===== src/inc/pau_pkg.sv =====
// Package with register map, field layout, encodings and timing figures of the alarm unit.
package pau_pkg;

	// Number of alarm channels and data width of measured values.
	localparam int PAU_NUM_ALARMS = 3;
	localparam int PAU_VALUE_W = 16;

	// Register byte offsets; each alarm owns a block of four words.
	localparam logic [11:0] PAU_CTRL_OFS = 12'h000;
	localparam logic [11:0] PAU_STATUS_OFS = 12'h004;
	localparam logic [11:0] PAU_ALARM_BASE = 12'h010;
	localparam logic [11:0] PAU_ALARM_STRIDE = 12'h010;
	localparam logic [11:0] PAU_CFG_OFS = 12'h000;
	localparam logic [11:0] PAU_THR_OFS = 12'h004;
	localparam logic [11:0] PAU_HYS_OFS = 12'h008;
	localparam logic [11:0] PAU_FILT_OFS = 12'h00C;

	// Control register fields.
	localparam int PAU_CTRL_CONFIG_BIT = 0;
	localparam int PAU_CTRL_RESTORE_BIT = 1;

	// Status register fields.
	localparam int PAU_STAT_ALARM_LSB = 0;
	localparam int PAU_STAT_MASK_LSB = 3;
	localparam int PAU_STAT_RELAY_LSB = 6;
	localparam int PAU_STAT_ACK_BIT = 9;

	// Alarm source select.
	typedef enum logic [1:0] {
		PAU_SRC_OFF = 2'h0,
		PAU_SRC_PRIMARY = 2'h1,
		PAU_SRC_SECONDARY = 2'h2
	} pau_source_type;

	// Alarm type select.
	typedef enum logic [1:0] {
		PAU_TYPE_HIGH = 2'h0,
		PAU_TYPE_LOW = 2'h1,
		PAU_TYPE_LOW_MASKED = 2'h2
	} pau_kind_type;

	// Per-alarm configuration word, packed as it sits in the register.
	typedef struct packed {
		logic [2:0] filter_time;
		logic relay_polarity;
		logic reset_mode;
		logic [1:0] type_select;
		logic [1:0] source_select;
	} pau_cfg_type;

	// Reset value: source off, high, auto, failsafe (0), filter 0.4 s (code 1).
	localparam pau_cfg_type PAU_CFG_RESET = 9'h040;
	localparam logic PAU_RESET_LATCHING = 1'b1;
	localparam logic PAU_POL_NONFAILSAFE = 1'b1;

	// Filter time constants in milliseconds for codes 0..6; 0 means off.
	localparam int PAU_FILT_MS [7] = '{0, 400, 1000, 2000, 3000, 4000, 5000};

	// Threshold ceiling and hysteresis bounds in tenths of a percent of span.
	localparam int PAU_THR_MAX_PERMIL = 1100;
	localparam int PAU_HYS_MIN_PERMIL = 1;
	localparam int PAU_HYS_MAX_PERMIL = 100;
	localparam int PAU_HYS_DEF_PERMIL = 10;

endpackage : pau_pkg


===== src/verilog/pau_alarm_unit.sv =====
// Three-channel process alarm unit with APB register access.
//
// Contract
// - High alarm sets above threshold.
// - High alarm clears below threshold minus hysteresis.
// - Low alarm sets below threshold.
// - Low alarm clears above threshold plus hysteresis.
// - Start-up mask blocks alarm until safe side.
// - Unmasked alarm triggers on every crossing.
// - Mask restore command re-arms start-up masks.
// - Auto reset follows condition, no acknowledge.
// - Latching holds until cleared and acknowledged.
// - Acknowledge during condition is ignored.
// - Failsafe: coil energised when no alarm.
// - Non-failsafe: coil energised only in alarm.
// - Reset selects failsafe polarity everywhere.
// - Threshold limited to 110 percent span.
// - Hysteresis 0.1 to 10 percent, min 1.
// - Filter off, 0.4, 1, 2, 3, 4, 5 s.
// - No alarm state survives a reset.
// - Configuration mode gives no alarm indication.
// - Source: disabled, primary or secondary input.
// - Type: high, low or masked low.
module pau_alarm_unit import pau_pkg::*; #(
	parameter int SPAN = 3000,
	parameter int SAMPLE_MS = 100
) (
	// Clock and reset.
	input wire logic pclk,
	input wire logic presetn,
	// APB slave.
	input wire logic psel,
	input wire logic penable,
	input wire logic pwrite,
	input wire logic [11:0] paddr,
	input wire logic [31:0] pwdata,
	output logic [31:0] prdata,
	output logic pready,
	output logic pslverr,
	// Measurement path.
	input wire logic sample_valid,
	input wire logic [PAU_VALUE_W-1:0] primary_value,
	input wire logic [PAU_VALUE_W-1:0] secondary_value,
	// Acknowledge contact pin, low when closed.
	input wire logic ack_contact_n,
	// Alarm indication and relay coil drives.
	output logic [PAU_NUM_ALARMS-1:0] alarm_active,
	output logic [PAU_NUM_ALARMS-1:0] relay_drive
);
	////////////////////////////////////////////////////////////////////////////
	// Limits derived from the span.
	// Highest accepted threshold.
	localparam logic [PAU_VALUE_W-1:0] THR_MAX = PAU_VALUE_W'(SPAN * PAU_THR_MAX_PERMIL / 1000);
	// Hysteresis bounds, the lower one never below one digit.
	localparam int HYS_MIN_RAW = SPAN * PAU_HYS_MIN_PERMIL / 1000;
	localparam logic [PAU_VALUE_W-1:0] HYS_MIN = PAU_VALUE_W'(HYS_MIN_RAW < 1 ? 1 : HYS_MIN_RAW);
	localparam logic [PAU_VALUE_W-1:0] HYS_MAX = PAU_VALUE_W'(SPAN * PAU_HYS_MAX_PERMIL / 1000);
	localparam logic [PAU_VALUE_W-1:0] HYS_DEF = PAU_VALUE_W'(SPAN * PAU_HYS_DEF_PERMIL / 1000);
	////////////////////////////////////////////////////////////////////////////
	// Functions.
	// Filter shift for a time code: tau in samples, rounded to a power of two.
	function automatic logic [3:0] filt_shift(input logic [2:0] code);
		int tau;
		tau = (code > 3'h6) ? 0 : PAU_FILT_MS[code] / SAMPLE_MS;
		filt_shift = (tau <= 1) ? 4'h0 : 4'($clog2(tau));
	endfunction : filt_shift
	// Clamp a written value into the range lo..hi.
	function automatic logic [PAU_VALUE_W-1:0] clamp(input logic [PAU_VALUE_W-1:0] v,
		input logic [PAU_VALUE_W-1:0] lo, input logic [PAU_VALUE_W-1:0] hi);
		clamp = (v < lo) ? lo : ((v > hi) ? hi : v);
	endfunction : clamp
	////////////////////////////////////////////////////////////////////////////
	// Acknowledge contact synchroniser.
	// Two flip-flops; only the second one is looked at.
	logic ack_meta_reg;
	logic ack_sync_reg;
	// The contact is active low; the synchronised level is active high.
	always_ff @(posedge pclk or negedge presetn) begin
		if (!presetn) begin
			ack_meta_reg <= 1'b0;
			ack_sync_reg <= 1'b0;
		end else begin
			ack_meta_reg <= ~ack_contact_n;
			ack_sync_reg <= ack_meta_reg;
		end
	end
	////////////////////////////////////////////////////////////////////////////
	// APB register file.
	// Control and per-alarm settings.
	logic config_mode_reg;
	logic mask_restore_command;
	pau_cfg_type cfg_reg [PAU_NUM_ALARMS];
	logic [PAU_VALUE_W-1:0] thr_reg [PAU_NUM_ALARMS];
	logic [PAU_VALUE_W-1:0] hys_reg [PAU_NUM_ALARMS];
	// Filtered values, alarm flags, conditions and masks per alarm.
	logic [PAU_VALUE_W-1:0] filt_reg [PAU_NUM_ALARMS];
	logic [PAU_NUM_ALARMS-1:0] cond_reg;
	logic [PAU_NUM_ALARMS-1:0] alarm_reg;
	logic [PAU_NUM_ALARMS-1:0] mask_reg;
	logic [PAU_NUM_ALARMS-1:0] relay_reg;
	// One-cycle strobe: filtered values are fresh and must be evaluated.
	logic eval_reg;
	// Bus decode.
	logic wr_en;
	logic [1:0] sel_alarm;
	logic in_alarm;
	logic mapped;
	logic [31:0] rd_next;
	// Every transfer completes in its first access cycle.
	assign pready = 1'b1;
	assign wr_en = psel && penable && pwrite && mapped;
	assign sel_alarm = 2'((paddr - PAU_ALARM_BASE) / PAU_ALARM_STRIDE);
	// The full-width block index keeps higher blocks from aliasing onto real ones.
	assign in_alarm = (paddr >= PAU_ALARM_BASE)
		&& (((paddr - PAU_ALARM_BASE) / PAU_ALARM_STRIDE) < 12'(PAU_NUM_ALARMS));
	// Read decode; unmapped addresses read zero and flag an error.
	always_comb begin
		rd_next = 32'h0000_0000;
		mapped = 1'b1;
		if (paddr[1:0] != 2'h0) begin
			mapped = 1'b0;
		end else if (paddr == PAU_CTRL_OFS) begin
			rd_next[PAU_CTRL_CONFIG_BIT] = config_mode_reg;
		end else if (paddr == PAU_STATUS_OFS) begin
			rd_next[PAU_STAT_ALARM_LSB +: PAU_NUM_ALARMS] = alarm_active;
			rd_next[PAU_STAT_MASK_LSB +: PAU_NUM_ALARMS] = mask_reg;
			rd_next[PAU_STAT_RELAY_LSB +: PAU_NUM_ALARMS] = relay_reg;
			rd_next[PAU_STAT_ACK_BIT] = ack_sync_reg;
		end else if (in_alarm) begin
			unique case (paddr[3:0])
				PAU_CFG_OFS[3:0]: rd_next[8:0] = cfg_reg[sel_alarm];
				PAU_THR_OFS[3:0]: rd_next[PAU_VALUE_W-1:0] = thr_reg[sel_alarm];
				PAU_HYS_OFS[3:0]: rd_next[PAU_VALUE_W-1:0] = hys_reg[sel_alarm];
				PAU_FILT_OFS[3:0]: rd_next[PAU_VALUE_W-1:0] = filt_reg[sel_alarm];
				default: mapped = 1'b0;
			endcase
		end else begin
			mapped = 1'b0;
		end
	end
	// Error answer for unmapped or misaligned addresses.
	assign pslverr = psel && penable && !mapped;
	// Read data is captured in the setup cycle and stands through the access.
	always_ff @(posedge pclk or negedge presetn) begin
		if (!presetn) begin
			prdata <= 32'h0000_0000;
		end else if (psel && !penable && !pwrite) begin
			prdata <= rd_next;
		end
	end
	// Control register; the restore bit is a write pulse and reads back zero.
	always_ff @(posedge pclk or negedge presetn) begin
		if (!presetn) begin
			config_mode_reg <= 1'b0;
			mask_restore_command <= 1'b0;
		end else begin
			mask_restore_command <= wr_en && (paddr == PAU_CTRL_OFS)
				&& pwdata[PAU_CTRL_RESTORE_BIT];
			if (wr_en && (paddr == PAU_CTRL_OFS)) begin
				config_mode_reg <= pwdata[PAU_CTRL_CONFIG_BIT];
			end
		end
	end
	// Per-alarm settings; threshold and hysteresis writes are clamped into their legal ranges.
	always_ff @(posedge pclk or negedge presetn) begin
		if (!presetn) begin
			for (int i = 0; i < PAU_NUM_ALARMS; i++) begin
				cfg_reg[i] <= PAU_CFG_RESET;
				thr_reg[i] <= THR_MAX;
				hys_reg[i] <= HYS_DEF;
			end
		end else if (wr_en && in_alarm) begin
			unique case (paddr[3:0])
				PAU_CFG_OFS[3:0]: cfg_reg[sel_alarm] <= pwdata[8:0];
				PAU_THR_OFS[3:0]: thr_reg[sel_alarm] <= clamp(pwdata[PAU_VALUE_W-1:0],
					PAU_VALUE_W'(0), THR_MAX);
				PAU_HYS_OFS[3:0]: hys_reg[sel_alarm] <= clamp(pwdata[PAU_VALUE_W-1:0],
					HYS_MIN, HYS_MAX);
				default: ;
			endcase
		end
	end
	////////////////////////////////////////////////////////////////////////////
	// Input filters, one first-order low-pass per alarm.
	// Marks the cycle after a sample, when the filtered values are current.
	always_ff @(posedge pclk or negedge presetn) begin
		if (!presetn) begin
			eval_reg <= 1'b0;
		end else begin
			eval_reg <= sample_valid;
		end
	end
	// Each filter steps once per sample towards its selected source.
	always_ff @(posedge pclk or negedge presetn) begin
		if (!presetn) begin
			for (int i = 0; i < PAU_NUM_ALARMS; i++) begin
				filt_reg[i] <= '0;
			end
		end else if (sample_valid) begin
			for (int i = 0; i < PAU_NUM_ALARMS; i++) begin
				logic [PAU_VALUE_W-1:0] src;
				logic signed [PAU_VALUE_W+1:0] diff;
				src = (cfg_reg[i].source_select == PAU_SRC_SECONDARY) ?
					secondary_value : primary_value;
				diff = $signed({2'b00, src}) - $signed({2'b00, filt_reg[i]});
				if (filt_shift(cfg_reg[i].filter_time) == 4'h0) begin
					filt_reg[i] <= src;
				end else begin
					filt_reg[i] <= PAU_VALUE_W'($signed({2'b00, filt_reg[i]})
						+ (diff >>> filt_shift(cfg_reg[i].filter_time)));
				end
			end
		end
	end

	////////////////////////////////////////////////////////////////////////////
	// Alarm evaluation.
	// Threshold comparisons per alarm; the hysteresis sums are 17 bits wide so no side can wrap.
	logic [PAU_NUM_ALARMS-1:0] above_thr;
	logic [PAU_NUM_ALARMS-1:0] below_thr;
	logic [PAU_NUM_ALARMS-1:0] high_clear;
	logic [PAU_NUM_ALARMS-1:0] low_clear;
	logic [PAU_NUM_ALARMS-1:0] enabled;
	// Compares each filtered value with its threshold and hysteresis bands.
	always_comb begin
		for (int i = 0; i < PAU_NUM_ALARMS; i++) begin
			above_thr[i] = filt_reg[i] > thr_reg[i];
			below_thr[i] = filt_reg[i] < thr_reg[i];
			high_clear[i] = ({1'b0, filt_reg[i]} + {1'b0, hys_reg[i]}) < {1'b0, thr_reg[i]};
			low_clear[i] = {1'b0, filt_reg[i]} > ({1'b0, thr_reg[i]} + {1'b0, hys_reg[i]});
			enabled[i] = (cfg_reg[i].source_select == PAU_SRC_PRIMARY)
				|| (cfg_reg[i].source_select == PAU_SRC_SECONDARY);
		end
	end
	// Start-up masks: armed at reset and on restore, lifted on the safe side.
	always_ff @(posedge pclk or negedge presetn) begin
		if (!presetn) begin
			mask_reg <= '1;
		end else begin
			for (int i = 0; i < PAU_NUM_ALARMS; i++) begin
				if (mask_restore_command) begin
					mask_reg[i] <= 1'b1;
				end else if (eval_reg && above_thr[i]) begin
					mask_reg[i] <= 1'b0;
				end
			end
		end
	end
	// Hysteretic alarm condition, held inactive while disabled or in configuration mode, and for the masked low type while masked.
	always_ff @(posedge pclk or negedge presetn) begin
		if (!presetn) begin
			cond_reg <= '0;
		end else begin
			for (int i = 0; i < PAU_NUM_ALARMS; i++) begin
				if (!enabled[i] || config_mode_reg) begin
					cond_reg[i] <= 1'b0;
				end else if (eval_reg) begin
					unique case (cfg_reg[i].type_select)
						PAU_TYPE_HIGH: begin
							if (above_thr[i]) cond_reg[i] <= 1'b1;
							else if (high_clear[i]) cond_reg[i] <= 1'b0;
						end
						PAU_TYPE_LOW_MASKED: begin
							if (below_thr[i] && !mask_reg[i]) cond_reg[i] <= 1'b1;
							else if (low_clear[i] || mask_reg[i]) cond_reg[i] <= 1'b0;
						end
						default: begin
							if (below_thr[i]) cond_reg[i] <= 1'b1;
							else if (low_clear[i]) cond_reg[i] <= 1'b0;
						end
					endcase
				end
			end
		end
	end
	// Alarm flags: auto follows the condition, latching waits for acknowledge.
	always_ff @(posedge pclk or negedge presetn) begin
		if (!presetn) begin
			alarm_reg <= '0;
		end else begin
			for (int i = 0; i < PAU_NUM_ALARMS; i++) begin
				if (!enabled[i] || config_mode_reg) begin
					alarm_reg[i] <= 1'b0;
				end else if (cond_reg[i]) begin
					alarm_reg[i] <= 1'b1;
				end else if (cfg_reg[i].reset_mode != PAU_RESET_LATCHING) begin
					alarm_reg[i] <= 1'b0;
				end else if (ack_sync_reg) begin
					alarm_reg[i] <= 1'b0;
				end
			end
		end
	end
	// Relay coil drives; no alarm is shown from the first edge after configuration mode is entered.
	always_ff @(posedge pclk or negedge presetn) begin
		if (!presetn) begin
			relay_reg <= '1;
		end else begin
			for (int i = 0; i < PAU_NUM_ALARMS; i++) begin
				if (cfg_reg[i].relay_polarity == PAU_POL_NONFAILSAFE) begin
					relay_reg[i] <= alarm_next_shown(i);
				end else begin
					relay_reg[i] <= !alarm_next_shown(i);
				end
			end
		end
	end
	// The alarm as the relay should show it on the next edge.
	function automatic logic alarm_next_shown(input int idx);
		alarm_next_shown = alarm_reg[idx] && !config_mode_reg;
	endfunction : alarm_next_shown
	assign alarm_active = alarm_reg;
	assign relay_drive = relay_reg;
	////////////////////////////////////////////////////////////////////////////
	// Assertions and covers.
	for (genvar g = 0; g < PAU_NUM_ALARMS; g++) begin : g_chk
		high_set_a: assert property (@(posedge pclk) disable iff (!presetn)
			eval_reg && enabled[g] && !config_mode_reg
			&& cfg_reg[g].type_select == PAU_TYPE_HIGH && above_thr[g] |=> cond_reg[g])
			else $error("high alarm condition not set");
		high_hold_a: assert property (@(posedge pclk) disable iff (!presetn)
			cond_reg[g] && enabled[g] && !config_mode_reg && !eval_reg |=> cond_reg[g])
			else $error("alarm condition dropped without a sample");
		low_set_a: assert property (@(posedge pclk) disable iff (!presetn)
			eval_reg && enabled[g] && !config_mode_reg
			&& cfg_reg[g].type_select == PAU_TYPE_LOW && below_thr[g] |=> cond_reg[g])
			else $error("low alarm condition not set");
		mask_block_a: assert property (@(posedge pclk) disable iff (!presetn)
			cfg_reg[g].type_select == PAU_TYPE_LOW_MASKED && mask_reg[g] && !cond_reg[g]
			|=> !cond_reg[g])
			else $error("masked alarm activated");
		restore_arm_a: assert property (@(posedge pclk) disable iff (!presetn)
			mask_restore_command |=> mask_reg[g])
			else $error("mask not re-armed");
		auto_follow_a: assert property (@(posedge pclk) disable iff (!presetn)
			cfg_reg[g].reset_mode != PAU_RESET_LATCHING && !cond_reg[g]
			&& $stable(cfg_reg[g]) |=> !alarm_reg[g])
			else $error("auto alarm stayed active");
		latch_hold_a: assert property (@(posedge pclk) disable iff (!presetn)
			alarm_reg[g] && cfg_reg[g].reset_mode == PAU_RESET_LATCHING && !ack_sync_reg
			&& enabled[g] && !config_mode_reg && $stable(cfg_reg[g]) |=> alarm_reg[g])
			else $error("latched alarm released without acknowledge");
		ack_ignore_a: assert property (@(posedge pclk) disable iff (!presetn)
			cond_reg[g] && enabled[g] && !config_mode_reg ##1 enabled[g] && !config_mode_reg
			|-> alarm_reg[g])
			else $error("alarm cleared while condition present");
		relay_pol_a: assert property (@(posedge pclk) disable iff (!presetn)
			$past(cfg_reg[g].relay_polarity) != PAU_POL_NONFAILSAFE && $past(alarm_reg[g])
			&& !$past(config_mode_reg) |-> !relay_reg[g])
			else $error("failsafe relay energised in alarm");
		config_quiet_a: assert property (@(posedge pclk) disable iff (!presetn)
			config_mode_reg ##1 config_mode_reg |-> !alarm_reg[g])
			else $error("alarm shown in configuration mode");
		latch_ack_c: cover property (@(posedge pclk) disable iff (!presetn)
			alarm_reg[g] && !cond_reg[g] && ack_sync_reg ##1 !alarm_reg[g]);
		mask_lift_c: cover property (@(posedge pclk) disable iff (!presetn)
			mask_reg[g] ##1 !mask_reg[g]);
		nonfailsafe_c: cover property (@(posedge pclk) disable iff (!presetn)
			relay_reg[g] && alarm_reg[g]);
	end
endmodule : pau_alarm_unit


===== config.mk =====
export PLATFORM = sky130hd
export DESIGN_NAME = pau_alarm_unit
export DESIGN_NICKNAME = d
export VERILOG_FILES = /design/src/inc/pau_pkg.sv /design/src/verilog/pau_alarm_unit.sv
export SDC_FILE = /design/constraint.sdc
export NUM_CORES = 1
export LEC_CHECK = 0
export BUFFER_PORTS_ARGS = -buffer_cell sky130_fd_sc_hd__buf_4
export CORE_MARGIN = 2
export CORE_UTILIZATION = 48
export DETAILED_ROUTE_END_ITERATION = 8
export SETUP_SLACK_MARGIN = 0.1
export SLEW_MARGIN = 10
export SYNTH_ARGS = -nofsm -noshare
export SYNTH_HDL_FRONTEND = slang
export SYNTH_SLANG_ARGS = --single-unit

===== constraint.sdc =====
create_clock -name pclk -period 10.05 [get_ports pclk]
set_input_delay 0.5025 -clock pclk [delete_from_list [all_inputs] [get_ports pclk]]
set_output_delay 0.5025 -clock pclk [all_outputs]
set_load 0.01 [all_outputs]

Word-level counts from Yosys, hierarchy flattened --
Memory sizes are Yosys's and may differ from the RTL's. Index checks and enable logic that the tools add are counted.
Storage, ports and cells: register bits 204, latch bits 0, bits in writable memories 0, memory bits (read-only) 768, bits of input ports 83, output and inout bits 40, logic and storage cells 390, memories kept 3
Operators by class: add/sub/neg operators 16, multipliers 0, div/mod/pow operators 3, $lt $le $gt $ge 29, eq/ne operators 22, shifts and indexed selects 3, multiplexer cells 199, bitwise gates (word level) 5, reductions and logical operators 70
Memories:
- (name not given) | words 8, bits a word 32, read ports 1, clocked after memory_dff 0, write ports 0, line pau_alarm_unit.sv:64 | tau = (code > 3'h6) ? 0 : PAU_FILT_MS[code] / SAMPLE_MS;
- (name not given) | words 8, bits a word 32, read ports 1, clocked after memory_dff 0, write ports 0, line pau_alarm_unit.sv:64
- (name not given) | words 8, bits a word 32, read ports 1, clocked after memory_dff 0, write ports 0, line pau_alarm_unit.sv:64
Operators with widths (count):
- 4-bit 2-to-1 mux | 81
- 16-bit 2-to-1 mux | 19
- 32-bit 2-to-1 mux | 9
- 16-bit by 16-bit adder with 17-bit output | 6
- 16-bit binary-select mux with 2-bit select | 3
- 48-bit bitwise mux | 2
- 32-bit by 8-bit divider with 32-bit output (second input constant) | 3
- 32-bit by 2-bit less-or-equal comparator with 1-bit output (second input constant) | 3
- 32-bit nonzero test | 3
- 32-bit by 1-bit subtractor with 32-bit output (second input constant) | 3
- 1-bit 2-to-1 mux | 52
- 16-bit by 17-bit > comparator with 1-bit output | 3
- 17-bit by 16-bit less-than comparator with 1-bit output | 3
- 17-bit by 4-bit >>> shifter with 16-bit output | 3
- 16-bit by 16-bit subtractor with 17-bit output | 3
- 16-bit adder | 3
- 16-bit > comparator | 3
- 16-bit less-than comparator | 3
- 3-bit 2-to-1 mux | 12
- 9-bit case mux with 4 select lines | 1
- 16-bit demux with 2-bit select | 1
- 27-bit bitwise mux | 1
- 9-bit 2-to-1 mux | 3
- 4-bit inequality test (second input constant) | 6
- 39 further kinds | 118

Logic depth before layout (Yosys ltp) --
Gate-level depths: netlist of the first run.
word-level depth 44, mapped depth 42, mapped depth without buffers 39

Worst setup path after synthesis of the first run --
OpenSTA, ideal clock, no wires.
kind register to register, start register cfg_reg[17] (netlist name), end register filt_reg[30] (netlist name), setup time 0.137 ns, data arrival time 7.633 ns, data required time 9.913 ns, slack 2.280 ns, stages on the path, launching flop included 40, path buffers 3, period minus slack after synthesis 7.770 ns, path through dfrtp_1 -> buf_2 -> clkbuf_1 -> nor2_1 -> ha_1 -> and3_1 -> o21ai_1 -> o21ai_1 -> a21oi_1 -> xnor2_1 -> ha_1 -> mux2i_1 -> nor2b_1 -> o21ai_0 -> o22ai_1 -> a221o_1 -> nand2_1 -> a21o_1 -> (+4 left out) -> maj3_1 -> a211oi_2 -> a21o_1 -> buf_2 -> mux2i_1 -> o311ai_0 -> a211oi_1 -> ha_1 -> fa_1 -> a21o_1 -> a21o_1 -> a21oi_1 -> o21ai_0 -> a211oi_1 -> o311ai_0 -> xor2_1 -> mux2i_1 -> a21oi_1
On the way: cells in the longest elaborated chain, start to end 44, elaborated cells between the ends (all ways) 48, classes of those cells add/sub: 2; div: 1; order compare: 2; shift: 1; mux: 38; bitwise: 1; reduce/logical: 2; memory: 1
RTL lines:
- start, declared | line pau_alarm_unit.sv:92 | pau_cfg_type cfg_reg [PAU_NUM_ALARMS];
- start signal, assigned by index | line pau_alarm_unit.sv:174 | PAU_CFG_OFS[3:0]: cfg_reg[sel_alarm] <= pwdata[8:0];
- 3-bit inverter with 4-bit output (implied by the code) | line pau_alarm_unit.sv:64
- memory 8 x 32 bit
- 32-bit 2-to-1 mux (implied by the code) (2 in series) | line pau_alarm_unit.sv:64
- 32-bit by 8-bit divider with 32-bit output | line pau_alarm_unit.sv:64
- 32-bit 2-to-1 mux (*) | line pau_alarm_unit.sv:64
- 32-bit by 1-bit subtractor with 32-bit output (implied by the code) | line pau_alarm_unit.sv:65 | filt_shift = (tau <= 1) ? 4'h0 : 4'($clog2(tau));
- 1-bit 2-to-1 mux (implied by the code) | line pau_alarm_unit.sv:65
- 2-bit 2-to-1 mux (implied by the code) (2 in series) | line pau_alarm_unit.sv:65
- 3-bit 2-to-1 mux (implied by the code) (4 in series) | line pau_alarm_unit.sv:65
- 4-bit 2-to-1 mux (implied by the code) (26 in series) | line pau_alarm_unit.sv:65
- 4-bit 2-to-1 mux (*) | line pau_alarm_unit.sv:65
- 17-bit by 4-bit >>> shifter with 16-bit output | line pau_alarm_unit.sv:210 | + (diff >>> filt_shift(cfg_reg[i].filter_time)));
- 16-bit adder | line pau_alarm_unit.sv:210
- 16-bit 2-to-1 mux (*) | line pau_alarm_unit.sv:206 | if (filt_shift(cfg_reg[i].filter_time) == 4'h0) begin
- end signal, assigned by index | line pau_alarm_unit.sv:207 | filt_reg[i] <= src;
- end signal, assigned by index | line pau_alarm_unit.sv:209 | filt_reg[i] <= PAU_VALUE_W'($signed({2'b00, filt_reg[i]})
- end, declared | line pau_alarm_unit.sv:96 | logic [PAU_VALUE_W-1:0] filt_reg [PAU_NUM_ALARMS];
Mark *: on every way between the ends. The rest lies on a longest branch, timed or not. The select of a mux whose other input is x is not followed. A chain may end at the register's enable or synchronous reset.

Worst setup path in the final report of the first run --
start register cfg_reg[8] (netlist name), end register filt_reg[14] (netlist name)
Same word-level chain as after synthesis.

==> flow_metrics.py, run 1 <==
metrics = {
    "grt": {
        "grt_remaining_overflow": 0,
        "antenna_found_initial": 3,
        "grt_pass1_vias": 23900,
        "grt_first_pass_wirelength_um": 141000,
        "grt_start_max_net_pins": 78,
        "grt_use_total_pct": 32.0,
    },
    "drt": {
        "drtIter0Drc": 2110,
        "final_antenna_net_count": 0,
        "vias": 25000,
        "drc": 0,
        "vias_per_cell": 6.33,
        "wl_per_cell_um": 23.4,
        "routed_wirelength_um": 92600,
        "firstDrtPassIters": 6,
    },
    "setup_path": {
        "max_stage_delay_ns": 0.70,
        "path_depth": 32,
        "crit_path_end_kind": "register",
        "path_buf_inv": 1,
        "crit_type": "reg -> reg",
        "critical_path.max_fanout": 25,
        "crit_required_ns": 10.49,
        "reg2reg_from": "cfg_reg[8]$_DFFE_PN0P_",
        "cp-start-kind": "register",
        "reg2reg_depth": 32,
        "cp-startpoint": "cfg_reg[8]$_DFFE_PN0P_",
        "r2r-end": "filt_reg[14]$_DFFE_PN0P_",
        "endpoint": "filt_reg[14]$_DFFE_PN0P_",
        "rrSetupSlack_ns": 0.92,
        "timing.critical_path.mode_cell": "ha_1",
        "worst_ep_arrival_time_ns": 9.57,
        "crit_path_top_delay_cell": "dfrtp_1",
        "path_delay_family": "compound AO/OA/AOI/OAI gates",
    },
    "clock_tree": {
        "cts_made_buffers": 25,
        "htreeDepth": 1,
        "insertion_delay_ns": 0.56,
        "clock_sinks": 204,
        "clk_pin_slew_ns": 0.07,
        "cts_root_buffer": "clkbuf_16",
        "cts.path.max_buffers": 3,
        "cts_tree": "done",
    },
    "floorplan": {
        "rows": 85,
        "fp.dieW_um": 238,
        "core_area_um2": 53900,
        "num_io_pins": 123,
        "die_height_um": 238,
        "fp.dieArea_um2": 56500,
        "start_util_pct": 48.6,
    },
    "timing": {
        "setup_viol": 0,
        "period_needed_ns": 9.13,
        "setup_tns_ns": 0,
        "hold_viol": 0,
        "post-route-period-util_pct": 90.8,
        "skew_ns": 0.0161,
        "grt_setup_unrepaired": "no",
        "maxSlewHeadroom_pct": 19.6,
        "slew_violations": 0,
        "worst_slew_pin_slew_ns": 1.20,
        "fmax_mhz": 110,
    },
    "yosys": {
        "synth_cells": 3211,
        "avgSynthCellArea_um2": 8.16,
        "synth_seq_cells": 204,
        "synth.cell_area_um2": 26200,
        "synth_edf_count": 0,
        "async_flop_share_pct": 100,
        "synth_seq_area_share_pct": 19.7,
        "yosysWarnings": 0,
        "ys.flop_type": "dfrtp_1",
        "ys_types": 107,
    },
    "final_layout": {
        "finalNonFillerCells": 3952,
        "layout-drive-gt1-share_pct": 11.6,
        "nNetsFinal": 3694,
        "final_common_cell": "ha_1",
        "mostFrequentLayoutCells": "362 x ha_1, 282 x nand2_1, 246 x o21ai_0",
        "multi_input_area_um2": 19800,
        "seqCellArea_um2": 5150,
        "n_fill_cell": 5197,
        "area_growth_pct": 7.69,
    },
    "power": {
        "ir_drop_mv": 0.111,
        "p_switching_w": 0.00122,
        "power_density_nw_per_um2": 112,
        "power.share.clock_pct": 29.8,
        "p_leak_nw": 12.7,
        "p_sw_share_pct": 38.6,
        "p_seq_share_pct": 28.7,
        "p_int_w": 0.00194,
        "p_comb_share_pct": 41.5,
    },
    "placement": {
        "dp.final_hpwl_um": 73500,
        "placed_cells": 3903,
        "portBuffers": 89,
        "gp_congestion": 0.973,
    },
    "run": {
        "maxCapViolations": 0,
    },
    "outcome": {
        "outcome": "complete, no violations",
    },
    "min_path": {
        "hold_path_class": "in -> reg",
    },
}
==> per-stage QoR <==
stage	util (%)	hold slack, ns	cell area, um^2	worst slack [ns]	power, W
4_1_cts	52.3	0.0594	28200	0.879	0.00315
2_1_floorplan	-	0.207	26300	2.28	0.00184
3_3_place_gp	50.8	0.348	27400	1.12	0.00217
5_1_grt	52.4	0.0798	28200	0.167	0.00334
3_5_place_dp	50.8	0.343	27400	0.913	0.00220
6_report	52.4	0.0821	28200	0.924	0.00316
==> area by class of cell <==
| cell class | count | area share [%] |
|---|---|---|
| clock buffer | 36 | 2.57 |
| sequential | 204 | 18.3 |
| antenna | 1 | 0.00886 |
| clock inverter | 10 | 0.377 |
| tap | 696 | 3.08 |
| timing repair buffer | 114 | 3.08 |
| multi-input combinational | 2701 | 70.1 |
| inverter | 190 | 2.53 |
==> synth_stat cells, drive strengths merged, types with 10 or more instances <==
library cell,count,area share (%)
or3,28,0.67
a2111oi,20,0.84
ha,363,17
o22ai,19,0.45
a22o,16,0.53
and2,56,1.3
dfstp,39,3.9
a22oi,19,0.56
xor2,44,1.5
a221oi,22,0.83
o21ai,256,4.9
nand2,283,4.1
o211ai,29,0.85
o31a,15,0.50
nor2,201,2.9
a21oi,236,4.5
inv,190,2.7
dfrtp,165,16
a21o,71,2.0
o21bai,20,0.57
nor4,11,0.32
a21boi,11,0.31
clkbuf,68,0.97
xnor2,97,3.2
a31oi,54,1.3
a31o,10,0.33
mux2,86,3.7
o31ai,18,0.52
nand3,85,1.7
and3,42,1.0
mux4,17,1.5
nand2b,36,0.86
nor3,66,1.3
and4,11,0.37
nor2b,61,1.5
buf,66,1.5
mux2i,73,2.8
a211oi,44,1.3
or2,25,0.60
fa,12,0.92
o21a,44,1.3
nand4,37,0.88
==> per-layer routing <==
metal | global-route usage [%] | share of wire, % | routed length, um
met1 | 41.7 | 43 | 40000
met2 | 54.9 | 48 | 44300
met3 | 4.46 | 5.8 | 5380
met4 | 9.59 | 3.2 | 2950
met5 | 0 | 0 | 0
==> worst min path at each step <==
stage | startpoint | to | depth (start not counted)
2_1_floorplan | presetn | ack_meta_reg$_DFF_PN0_ | 0
3_3_place_gp | ack_meta_reg$_DFF_PN0_ | ack_sync_reg$_DFF_PN0_ | 0
3_5_place_dp | ack_meta_reg$_DFF_PN0_ | ack_sync_reg$_DFF_PN0_ | 0
4_1_cts | ack_contact_n | ack_meta_reg$_DFF_PN0_ | 2
5_1_grt | ack_contact_n | ack_meta_reg$_DFF_PN0_ | 2
6_report | ack_contact_n | ack_meta_reg$_DFF_PN0_ | 2
==> worst reg2reg max path, delay by kind of cell (launching register included) <==
family	cells	cell delay (ns)
compound gates	16	3.37
simple gates	7	2.62
fa+ha+maj	6	1.89
flops	1	0.70
mux	1	0.31
xor+xnor	1	0.09
buf+inv	1	0.06
==> power groups by stage <==
stage	clock, W	combinational, W	sequential [W]
after floorplan	0	0.000962	0.000882
after global placement	0	0.00125	0.000920
after detailed placement	0	0.00128	0.000920
after CTS	0.000957	0.00129	0.000906
after global routing	0.000987	0.00145	0.000907
final	0.000943	0.00131	0.000906
==> timing repair <==
item / in CTS / in global routing
setup endpoints to repair: 0 / 1
hold buffers: 1 / 0
endpoints found under the hold margin: 44 / 0
setup buffers: 0 / 0
gates resized for setup: 0 / 1
==> cell families after synthesis <==
kind of cell    after synthesis  share of synthesized area [%]
simple gates                988                           19.0
compound gates             1000                           25.1
other cells                   2                         0.0286
fa+ha+maj                   376                           18.3
buf+inv                     324                           5.24
flops                       204                           19.7
xor+xnor                    141                           4.71
mux                         176                           7.96
No activity file was read; power rests on OpenSTA's default activity.
==> inputs of run 2 (changes only) <==
Settings changed: ABC_AREA set to 1.
==> run 2 against run 1 <==
Against the previous run: clock skew is 0.015 ns higher; highest routed layer unchanged; hold slack worse by 0.0026 ns; critical endpoint is now filt_reg[28]$_DFFE_PN0P_; global-route usage is 1.1 points higher; non-clock buffer count is 10 lower; clock power is 11% higher; combinational power hardly changed; fmax is 5.8% higher; core utilization is 0.10 points higher; critical path type unchanged.
==> flow_metrics.py, run 2 <==
metrics = {
    "timing": {
        "hold_viol": 0,
        "period_needed_ns": 8.62,
        "worst_slew_pin_slew_ns": 1.28,
        "setup_tns_ns": 0,
        "whs_ns": 0.0794,
        "finalWorstSetupSlack_ns": 1.43,
        "post-route-period-util_pct": 85.8,
        "setup_viol": 0,
        "grt_setup_unrepaired": "no",
        "skew_ns": 0.0316,
        "slew_violations": 0,
        "maxSlewHeadroom_pct": 13.5,
        "fmax_mhz": 116,
    },
    "drt": {
        "routed_wirelength_um": 91300,
        "vias": 25800,
        "drc": 0,
        "drtIter0Drc": 2164,
        "vias_per_cell": 5.77,
        "wl_per_cell_um": 20.4,
        "final_antenna_net_count": 0,
        "firstDrtPassIters": 5,
    },
    "floorplan": {
        "num_io_pins": 123,
        "rows": 84,
        "die_height_um": 234,
        "core_area_um2": 52300,
        "fp.dieW_um": 234,
        "fp.dieArea_um2": 54500,
        "start_util_pct": 48.3,
    },
    "grt": {
        "grt_remaining_overflow": 0,
        "antenna_found_initial": 1,
        "grt_pass1_vias": 24200,
        "grt_use_total_pct": 33.1,
        "grt_start_max_net_pins": 72,
        "grt_first_pass_wirelength_um": 138000,
    },
    "power": {
        "power_density_nw_per_um2": 118,
        "ir_drop_mv": 0.125,
        "p_leak_nw": 13.5,
    },
    "placement": {
        "dp.final_hpwl_um": 75500,
        "portBuffers": 89,
        "pre_cts_slack_ns": 1.65,
        "gp_congestion": 0.997,
    },
    "clock_tree": {
        "cts_made_buffers": 26,
        "clk_pin_slew_ns": 0.06,
        "cts_resized": 0,
        "cts_tree": "done",
        "insertion_delay_ns": 0.57,
        "hold_buffers": 1,
        "htreeDepth": 1,
        "cts_root_buffer": "clkbuf_16",
        "clock_sinks": 204,
        "cts_setup_buffers": 0,
        "cts.path.max_buffers": 3,
    },
    "yosys": {
        "yosysTopAreaCell": "ha_1",
        "synth_edf_count": 0,
        "synth.cell_area_um2": 25300,
        "yosys-top-cells-area": "ha_1 18%, dfrtp_1 16%, nand2_1 12%",
        "synthTopCellsByCount": "793 x nand2_1, 458 x inv_1, 421 x o21ai_0, 366 x ha_1, 363 x a21oi_1",
        "ys.flop_type": "dfrtp_1",
        "synth_cells": 3722,
        "synth.top_cell.area_share_pct": 18.1,
        "synth_seq_area_share_pct": 20.4,
        "async_flop_share_pct": 100,
        "synth_seq_cells": 204,
        "yosysWarnings": 0,
        "ys_types": 66,
        "yosysMostFrequentCell": "nand2_1",
        "avgSynthCellArea_um2": 6.79,
    },
    "setup_path": {
        "worst_ep_arrival_time_ns": 9.02,
        "crit_path_top_delay_cell": "inv_1",
        "reg2reg_depth": 55,
        "crit_required_ns": 10.45,
        "timing.critical_path.mode_cell": "nand2_1",
        "cp-start-kind": "register",
        "path_depth": 55,
        "path_buf_inv": 10,
        "reg2reg_from": "cfg_reg[16]$_DFFE_PN0P_",
        "crit_type": "reg -> reg",
        "path_delay_family": "simple AND/OR/NAND/NOR gates",
        "rrSetupSlack_ns": 1.43,
        "r2r-end": "filt_reg[28]$_DFFE_PN0P_",
        "crit_path_end_kind": "register",
        "max_stage_delay_ns": 0.68,
        "critical_path.max_fanout": 20,
    },
    "final_layout": {
        "utilization_pct": 52.5,
        "final_common_cell": "nand2_1",
        "layout-drive-gt1-share_pct": 7.76,
        "nNetsFinal": 4228,
        "mostFrequentLayoutCells": "793 x nand2_1, 458 x inv_1, 421 x o21ai_0",
        "area_growth_pct": 8.59,
        "n_fill_cell": 5355,
    },
    "min_path": {
        "hold_path_class": "in -> reg",
        "holdPathStages": 2,
        "hold_end": "ack_meta_reg$_DFF_PN0_",
        "min_from": "ack_contact_n",
    },
    "run": {
        "maxCapViolations": 0,
    },
    "outcome": {
        "outcome": "complete, no violations",
    },
}
run 2: kinds of logic after synthesis:
kind of cell	count (synthesis)	synth area share (%)
flops	204	20.4
fa+ha+maj	378	19.1
simple gates	1318	21.9
other cells	2	0.0297
mux	3	0.119
xor+xnor	169	5.85
compound gates	1050	23.3
buf+inv	598	9.38
run 2: area by class of cell:
cell class | instances | area, um^2 | share of cell area [%]
Sequential cell | 204 | 5150 | 18.8
Antenna cell | 3 | 7.51 | 0.0273
Timing Repair Buffer | 104 | 790 | 2.88
Multi-Input combinational cell | 2938 | 17800 | 64.9
Clock inverter | 13 | 220 | 0.802
Inverter | 493 | 1850 | 6.74
Clock buffer | 35 | 744 | 2.71
Tap cell | 688 | 861 | 3.13
run 2: through the flow:
step / power (W) / instances / area (um^2)
after global placement: 0.00218 / 4426 / 26500
final: 0.00325 / 4478 / 27500
after floorplan: 0.00182 / 3740 / 25400
after detailed placement: 0.00219 / 4426 / 26500
after CTS: 0.00324 / 4475 / 27500
after global routing: 0.00346 / 4475 / 27500
run 2: report_power, final:
group	total [W]	leakage, nW	internal [W]	switching (W)
Sequential	0.000895	2.44	0.000840	0.0000547
Combinational	0.00131	10.6	0.000465	0.000844
Clock	0.00105	0.473	0.000651	0.000396
Total	0.00325	13.5	0.00196	0.00130
run 2: per-layer routing:
metal | GRT usage (%) | routed length (um) | up-vias
li1 | - | - | 12700
met1 | 44.4 | 40400 | 12200
met2 | 54.0 | 41300 | 836
met3 | 3.54 | 5480 | 159
met4 | 14.1 | 4170 | 0
met5 | 0 | 0 | -
run 2: worst register-to-register path: cells and delay by family (launching register included):
family	cells	cell delay, ns
compound gates	15	2.35
xor+xnor	2	0.30
fa+ha+maj	6	1.61
buf+inv	10	1.36
flops	1	0.42
simple gates	22	2.41
run 2: worst max path at each step:
stage | startpoint | to
6_report | cfg_reg[16]$_DFFE_PN0P_ | filt_reg[28]$_DFFE_PN0P_
5_1_grt | cfg_reg[16]$_DFFE_PN0P_ | filt_reg[29]$_DFFE_PN0P_
4_1_cts | cfg_reg[16]$_DFFE_PN0P_ | filt_reg[28]$_DFFE_PN0P_
3_5_place_dp | cfg_reg[16]$_DFFE_PN0P_ | filt_reg[28]$_DFFE_PN0P_
3_3_place_gp | cfg_reg[16]$_DFFE_PN0P_ | filt_reg[28]$_DFFE_PN0P_
2_1_floorplan | cfg_reg[15]$_DFFE_PN1P_ | filt_reg[28]$_DFFE_PN0P_
